### src/sahi_pkg.sv
package sahi_pkg;
  localparam int RES_W = 12;
  localparam int BUS_W = 8;
  localparam int CONV_CYCLES = 80;
  localparam int SCLK_HALF = 2;
  localparam logic [11:0] RESULT_RST = 12'h000;
  localparam logic [11:0] SAMPLE_RST = 12'h000;
  localparam logic [6:0] SYNC_RST = 7'h60;
  localparam logic [11:0] SIGN_FLIP = 12'h800;
  localparam int HI_MSB = 11;
  localparam int HI_LSB = 4;
  localparam int LO_MSB = 3;
  localparam int LO_LSB = 0;
  typedef enum logic [1:0] {
    SAHI_IDLE = 2'b00,
    SAHI_CONV = 2'b01
  } sahi_state_t;
endpackage

### src/sahi_top.sv
// Operation
// Result coding is straight binary or two's complement per format select.
// Clock source low drives bit clock out; high takes it from host.
// Byte select low puts result bits 11..4 on the parallel lines.
// Byte select high puts bits 3..0 high, lower four lines low.
// Parallel lines float when chip select high or read/convert low.
// Serial result shifts out in step with the serial bit clock.
// Cascade input is taken only with an external bit clock.
// Strobe fall with chip select low and not busy starts conversion.
// Strobe rise with chip select low enables parallel drivers.
// Chip select ORed with strobe; its fall with strobe low starts conversion.
// Internal clock: starting edge also begins sending previous result.
// Busy low from start until conversion done and outputs updated.
// Power-down stops analog parts except reference; logic keeps running.
// Reference disable turns internal reference off; host supplies external one.
// Format select high gives straight binary, low gives two's complement.
// Serial sends twelve bits MSB first, valid on both clock edges.
// Requests while busy are ignored.
// Host raises chip select or strobe before busy rises.
// Conversion time is a fixed parameter count of clock cycles; with internal clock the code takes at least 49 for the frame.
// Byte select switches bus halves without converting or changing result.
module sahi_top
  import sahi_pkg::*;
#(
  parameter int CONV_CYC = sahi_pkg::CONV_CYCLES
)(
  input wire logic i_ref_clk,
  input wire logic i_resetn,
  input wire logic i_chip_select_n,
  input wire logic i_read_convert_n,
  input wire logic i_byte_select,
  input wire logic i_output_format_select,
  input wire logic i_serial_clock_source_select,
  input wire logic i_serial_bit_clock,
  input wire logic i_cascade_in,
  input wire logic i_analog_power_down,
  input wire logic i_reference_disable,
  input wire logic [sahi_pkg::RES_W-1:0] i_sample,
  output logic [sahi_pkg::BUS_W-1:0] o_parallel_line,
  output logic o_parallel_oe,
  output logic o_busy_n,
  output logic o_serial_bit_clock,
  output logic o_serial_bit_clock_oe,
  output logic o_serial_result_out,
  output logic o_analog_enable,
  output logic o_reference_enable
);
  // The conversion counter is twelve bits wide
  if (CONV_CYC < 30 || CONV_CYC > 4095)
  begin
    $error("CONV_CYC out of range");
  end

  ////////////////////////////////////////////////////////////////////////////
  // Pin synchronisers; first stage is only read by the second
  logic [6:0] s1_q, s2_q, s3_q, s1_d;
  logic [1:0] ctl1_q, ctl2_q;
  always_comb s1_d = {i_chip_select_n, i_read_convert_n, i_byte_select, i_output_format_select,
                      i_serial_clock_source_select, i_serial_bit_clock, i_cascade_in};
  always_ff @(posedge i_ref_clk or negedge i_resetn)
  begin
    if (!i_resetn)
    begin
      // Idle pin levels, so no false edge is seen just after reset
      s1_q <= SYNC_RST;
      s2_q <= SYNC_RST;
      s3_q <= SYNC_RST;
      ctl1_q <= 2'h0;
      ctl2_q <= 2'h0;
    end
    else
    begin
      s1_q <= s1_d;
      s2_q <= s1_q;
      s3_q <= s2_q;
      ctl1_q <= {i_analog_power_down, i_reference_disable};
      ctl2_q <= ctl1_q;
    end
  end
  logic cs_n, rc_n, byte_sel, fmt_sb, ext_clk, xclk, cas, xclk_prev;
  logic req, req_prev;
  always_comb
  begin
    cs_n = s2_q[6];
    rc_n = s2_q[5];
    byte_sel = s2_q[4];
    fmt_sb = s2_q[3];
    ext_clk = s2_q[2];
    xclk = s2_q[1];
    cas = s2_q[0];
    xclk_prev = s3_q[1];
    req = !(s2_q[6] | s2_q[5]);
    req_prev = !(s3_q[6] | s3_q[5]);
  end

  ////////////////////////////////////////////////////////////////////////////
  // Conversion and serial engine
  sahi_state_t st_q, st_d;
  logic [11:0] cnt_q, cnt_d;
  logic [11:0] res_q, res_d, sh_q, sh_d;
  logic [3:0] bits_q, bits_d;
  logic [1:0] div_q, div_d;
  logic clk_q, clk_d, sd_q, sd_d, busy_q, busy_d, tx_q, tx_d;
  logic start, bus_on_q, bus_on_d;
  logic [11:0] coded;

  always_comb
  begin
    // Straight binary flips the sign bit of the two's complement sample
    coded = fmt_sb ? (i_sample ^ SIGN_FLIP) : i_sample;
    start = req && !req_prev && st_q == SAHI_IDLE;
    st_d = st_q;
    cnt_d = cnt_q;
    res_d = res_q;
    sh_d = sh_q;
    bits_d = bits_q;
    div_d = div_q;
    clk_d = clk_q;
    sd_d = sd_q;
    busy_d = busy_q;
    tx_d = tx_q;
    unique case (st_q)
      SAHI_IDLE:
      begin
        if (start)
        begin
          st_d = SAHI_CONV;
          busy_d = 1'b0;
          cnt_d = 12'(CONV_CYC);
          sh_d = {res_q[10:0], 1'b0};
          sd_d = res_q[11];
          tx_d = !ext_clk;
          bits_d = 4'(RES_W);
          div_d = 2'h0;
          clk_d = 1'b0;
        end
      end
      SAHI_CONV:
      begin
        // Count stops at one so a long serial frame cannot wrap it
        if (cnt_q != 12'h001)
          cnt_d = cnt_q - 12'h001;
        if (tx_q)
        begin
          // Internal clock: divider makes the bit clock, new bit on falling edge
          if (div_q == 2'(SCLK_HALF - 1))
          begin
            div_d = 2'h0;
            clk_d = !clk_q;
            if (clk_q)
            begin
              if (bits_q == 4'h1)
                tx_d = 1'b0;
              else
              begin
                sd_d = sh_q[11];
                sh_d = {sh_q[10:0], 1'b0};
              end
              bits_d = bits_q - 4'h1;
            end
          end
          else
            div_d = div_q + 2'h1;
        end
        if (cnt_q == 12'h001 && !tx_q)
        begin
          st_d = SAHI_IDLE;
          res_d = coded;
          busy_d = 1'b1;
        end
      end
      default:
        st_d = SAHI_IDLE;
    endcase
    // External clock: shift on host falling edge, cascade fills behind
    if (ext_clk && xclk_prev && !xclk && !start)
    begin
      sd_d = sh_q[11];
      sh_d = {sh_q[10:0], cas};
    end
  end

  always_comb
  begin
    // Drivers switch on only at a strobe rise with select low, off at once
    bus_on_d = bus_on_q;
    if (cs_n || !rc_n)
      bus_on_d = 1'b0;
    else if (req_prev)
      bus_on_d = 1'b1;
  end

  always_ff @(posedge i_ref_clk or negedge i_resetn)
  begin
    if (!i_resetn)
    begin
      st_q <= SAHI_IDLE;
      cnt_q <= 12'h000;
      res_q <= RESULT_RST;
      sh_q <= SAMPLE_RST;
      bits_q <= 4'h0;
      div_q <= 2'h0;
      clk_q <= 1'b0;
      sd_q <= 1'b0;
      busy_q <= 1'b1;
      tx_q <= 1'b0;
      bus_on_q <= 1'b0;
    end
    else
    begin
      st_q <= st_d;
      cnt_q <= cnt_d;
      res_q <= res_d;
      sh_q <= sh_d;
      bits_q <= bits_d;
      div_q <= div_d;
      clk_q <= clk_d;
      sd_q <= sd_d;
      busy_q <= busy_d;
      tx_q <= tx_d;
      bus_on_q <= bus_on_d;
    end
  end

  ////////////////////////////////////////////////////////////////////////////
  // Output registers; byte select only steers the view, never the result
  logic [7:0] par_d;
  always_comb
  begin
    if (byte_sel)
      par_d = {res_d[LO_MSB:LO_LSB], 4'h0};
    else
      par_d = res_d[HI_MSB:HI_LSB];
  end

  always_ff @(posedge i_ref_clk or negedge i_resetn)
  begin
    if (!i_resetn)
    begin
      o_parallel_line <= 8'h00;
      o_parallel_oe <= 1'b0;
      o_busy_n <= 1'b1;
      o_serial_bit_clock <= 1'b0;
      o_serial_bit_clock_oe <= 1'b0;
      o_serial_result_out <= 1'b0;
      o_analog_enable <= 1'b0;
      o_reference_enable <= 1'b0;
    end
    else
    begin
      o_parallel_line <= par_d;
      o_parallel_oe <= bus_on_d;
      o_busy_n <= busy_d;
      o_serial_bit_clock <= clk_d;
      o_serial_bit_clock_oe <= !ext_clk;
      o_serial_result_out <= sd_d;
      // Pins are async, so these pass the two-stage sync first
      o_analog_enable <= !ctl2_q[1];
      o_reference_enable <= !ctl2_q[0];
    end
  end
endmodule

### config.mk
export PLATFORM = sky130hd
export DESIGN_NAME = sahi_top
export DESIGN_NICKNAME = d
export VERILOG_FILES = /design/src/sahi_pkg.sv /design/src/sahi_top.sv
export SDC_FILE = /design/constraint.sdc
export NUM_CORES = 1
export LEC_CHECK = 0
export BUFFER_PORTS_ARGS = -buffer_cell sky130_fd_sc_hd__buf_2
export CORE_MARGIN = 2
export CORE_UTILIZATION = 40
export DETAILED_ROUTE_END_ITERATION = 16
export SETUP_SLACK_MARGIN = 0.4
export SYNTH_ARGS = -nofsm -noshare
export SYNTH_HDL_FRONTEND = slang
export SYNTH_SLANG_ARGS = --single-unit
### constraint.sdc
create_clock -name i_ref_clk -period 2.3 [get_ports i_ref_clk]
set_input_delay 0.23 -clock i_ref_clk [delete_from_list [all_inputs] [get_ports i_ref_clk]]
set_output_delay 0.23 -clock i_ref_clk [all_outputs]
set_load 0.005 [all_outputs]
==> results.json <==
{
  "final-setup-viol-count": 0,
  "sinks_on_the_clock_net": 80,
  "cts-buffers-inserted": 9,
  "p_sw_uw": 1360,
  "clkSlewWorstSetupHoldPaths_ns": 0.08,
  "detail-route-antenna-nets": 0,
  "p_total_uw": 4440,
  "worstRegToRegCells": 6,
  "floorplan.initialDensity_pct": 41.2,
  "die-area_um2": 8690,
  "synth-edff-count": 0,
  "final-max-slew-violation-count": 0,
  "grt_pass1_wl_mm": 9.94,
  "setup.reg_to_reg.worst_slack_ns": 0.1,
  "place_inst": 375,
  "skew_ns": 0.00893,
  "post-synth-top-area-cell": "dfrtp_1",
  "vias": 1988,
  "worstPathCellList": "or4_4 -> nand4b_4 -> nor3_4 -> buf_12 -> mux2_2 -> a211o_1",
  "sequentialPowerShare_pct": 45.1,
  "post-route-period-util_pct": 95.8,
  "synth.cell_area_um2": 3190,
  "power.density_nw_per_um2": 1080,
  "synthToLayoutAreaGrowth_pct": 28.6,
  "regToRegStartpoint": "cnt_q[2]",
  "htreeDepth": 3,
  "detail_route.first_pass.iterations": 4,
  "setup.worst_path.end_class": "flip-flop",
  "yosysWarningCount": 0,
  "antenna_found_initial": 0,
  "crit_arrival_ns": 2.44,
  "globalplace.congestion": 0.732,
  "post_layout_nonfiller_instances": 413,
  "p_leak_uw": 0.00195,
  "mostFrequentLayoutCells": "72 x dfrtp_1, 36 x buf_2, 27 x mux2_4",
  "critPathMaxFanout": 11,
  "fill_cells": 659,
  "synth_async_sr_flop_share_pct": 100,
  "mappedNetlistNets": 260,
  "floorplan.rows": 32,
  "clock_insertion_delay_worst_skew_ns": 0.34,
  "setup-tns-final_ns": 0,
  "bufs_on_longest_clock_path": 2,
  "required_ns": 2.53,
  "crit_path_max_incr_delay_ns": 0.56,
  "post_synth_main_area_contributors": "dfrtp_1 57%, mux2_2 12%, dfstp_2 5.8%",
  "slew_limit_headroom_pct": 66.3,
  "achievable-frequency_mhz": 454,
  "critical_path_depth": 6,
  "multi_input_comb_area_um2": 1210,
  "pin_count_of_the_biggest_net_entering_global_routing": 43,
  "crit_path_top_delay_cell": "or4_4",
  "pwr-share-clk_pct": 22.2,
  "dominant_synthesized_flop_cell": "dfrtp_1",
  "diodes": 0,
  "wire_per_inst_um": 13.8,
  "die_x_um": 93.2,
  "reg2reg_end": "o_parallel_line[7]",
  "worst_path_dominant_cell_family": "simple AND/OR/NAND/NOR gates",
  "vdd.ir_drop.worst_v": 0.000475,
  "postSynthAreaPerCell_um2": 13.7,
  "run_status": "finished, final reports clean",
  "hold_violations": 0,
  "cp-endpoint": "o_parallel_line[7]",
  "layout_cells_sized_above_1_pct": 41.8,
  "drt-vias-per-instance": 4.81,
  "switching_share_pct": 30.7,
  "wl_mm": 5.71,
  "path_class": "flip-flop to flip-flop",
  "globalRouteTotalUtil_pct": 14.7,
  "overflow": 0,
  "post_synthesis_cells": 233,
  "max_cap_viol_count": 0,
  "initialDrtViolationCount": 54,
  "ctsRootBufferMaster": "clkbuf_8",
  "die-height_um": 93.2,
  "remaining_drc_errors": 0,
  "cts_tree": "done",
  "floorplan.io_pins": 38,
  "design.final.nets": 333,
  "internal-power_uw": 3080,
  "timing.hold.worst.class": "input port to flip-flop",
  "core_region_area_um2": 7730,
  "synthesis_stage_register_bit_count": 80,
  "worstPathBufferInverterCount": 1,
  "sequential_cell_area_um2": 2010,
  "fin_crit_ns": 2.20,
  "timing.critical_path.from": "cnt_q[2]",
  "place.port_buffers": 37,
  "yosysUniqueCellTypes": 40,
  "worst-slew-pin-transition_ns": 0.506,
  "ys_seq_area_share_pct": 63.1,
  "layout_commonest_cell": "dfrtp_1",
  "grt_pass1_vias": 2086,
  "grt_setup_unrepaired": "yes",
  "synth_largest_type_area_fraction_pct": 57.3,
  "power_frac_comb_pct": 32.7,
  "place.detailed.hpwl_mm": 3.66,
  "startpoint_type": "flip-flop"
}
## per-layer routing
metal  vias up  track usage [%]  wire, um
met4         0             6.99        77
met3         6             3.06       185
li1        966                -         -
met2        34             21.0      2610
met5         -                0         0
met1       982             21.6      2830
## worst min path at each step
stage                 from               endpoint  cells past startpoint
2_1_floorplan     i_resetn              bits_q[0]                      0
3_3_place_gp      i_resetn          o_parallel_oe                      1
3_5_place_dp      i_resetn  o_serial_bit_clock_oe                      1
4_1_cts        i_sample[4]               res_q[4]                      2
5_1_grt        i_sample[6]               res_q[6]                      2
6_report       i_sample[6]               res_q[6]                      2
## logic make-up (layout without fill, tap and decap cells)
family | count (synthesis) | after routing | share of synthesized area [%]
and+or+nand+nor | 60 | 60 | 11.1
xor gates and xnor gates | 4 | 4 | 1.10
muxes | 42 | 42 | 15.3
AOI/OAI and AO/OA | 27 | 27 | 5.38
adders and majority gates | 4 | 4 | 1.57
buffers and inverters | 16 | 94 | 2.44
DFF | 80 | 80 | 63.1
## area by class of cell
class                           instances  share of cell area, %
Sequential cell                        80                   49.1
Timing Repair Buffer                   69                   12.8
Clock inverter                          6                   1.47
Clock buffer                           10                   3.12
Tap cell                              102                   3.12
Multi-Input combinational cell        137                   29.5
Inverter                                9                  0.825
## synth_stat cells, types with 2 or more instances
cell type / n
nor3_1: 4
mux2_4: 5
xnor2_1: 2
o311ai_0: 2
nor2_1: 10
nor2b_1: 2
ha_1: 4
nand3_1: 13
nor3b_1: 3
o211ai_1: 2
o31ai_1: 3
o21ai_0: 14
mux2_2: 33
xor2_1: 2
nand2_1: 11
nor4_1: 3
clkbuf_1: 3
dfstp_2: 7
buf_2: 2
and2b_1: 4
mux2i_1: 4
a21oi_1: 2
dfrtp_1: 73
inv_1: 9
## worst reg2reg max path: stages (launching register included)
cell,delay [ns]
dfrtp_1,0.38
or4_4,0.56
nand4b_4,0.20
nor3_4,0.16
buf_12,0.16
mux2_2,0.35
a211o_1,0.29
## power groups by stage
stage / clock network [uW] / registers (uW) / logic (uW)
2_1_floorplan: 0 / 1980 / 892
3_3_place_gp: 0 / 2020 / 1200
3_5_place_dp: 0 / 2030 / 1230
4_1_cts: 1030 / 2000 / 1390
5_1_grt: 1080 / 2050 / 1610
6_report: 985 / 2000 / 1450
## stage by stage
stage | hold WS [ns] | utilization, % | cell area (um^2) | setup slack [ns]
after floorplan | -0.0656 | - | 3250 | -0.0284
after global placement | 0.239 | 46.9 | 3630 | 0.0918
after detailed placement | 0.247 | 46.9 | 3630 | 0.0526
after CTS | 0.103 | 52.2 | 4030 | 0.0829
after global routing | 0.111 | 53.0 | 4100 | 0.0135
final | 0.125 | 53.0 | 4100 | 0.0958
## flip-flops by register name, indices dropped and copies added, names as in the netlist, 3 cells and up
name / count
cnt_q: 12
s3_q: 3
res_q: 12
sh_q: 12
s1_q: 7
bits_q: 4
s2_q: 7
o_parallel_line: 8
## what timing repair did
item                                    in CTS  in global routing
endpoints found under the hold margin       40                  0
endpoints found under the setup margin      33                 37
gates resized for setup                     11                 10
setup buffers                                9                  3
hold buffers                                10                  0
(Power assumes the default switching activity.)
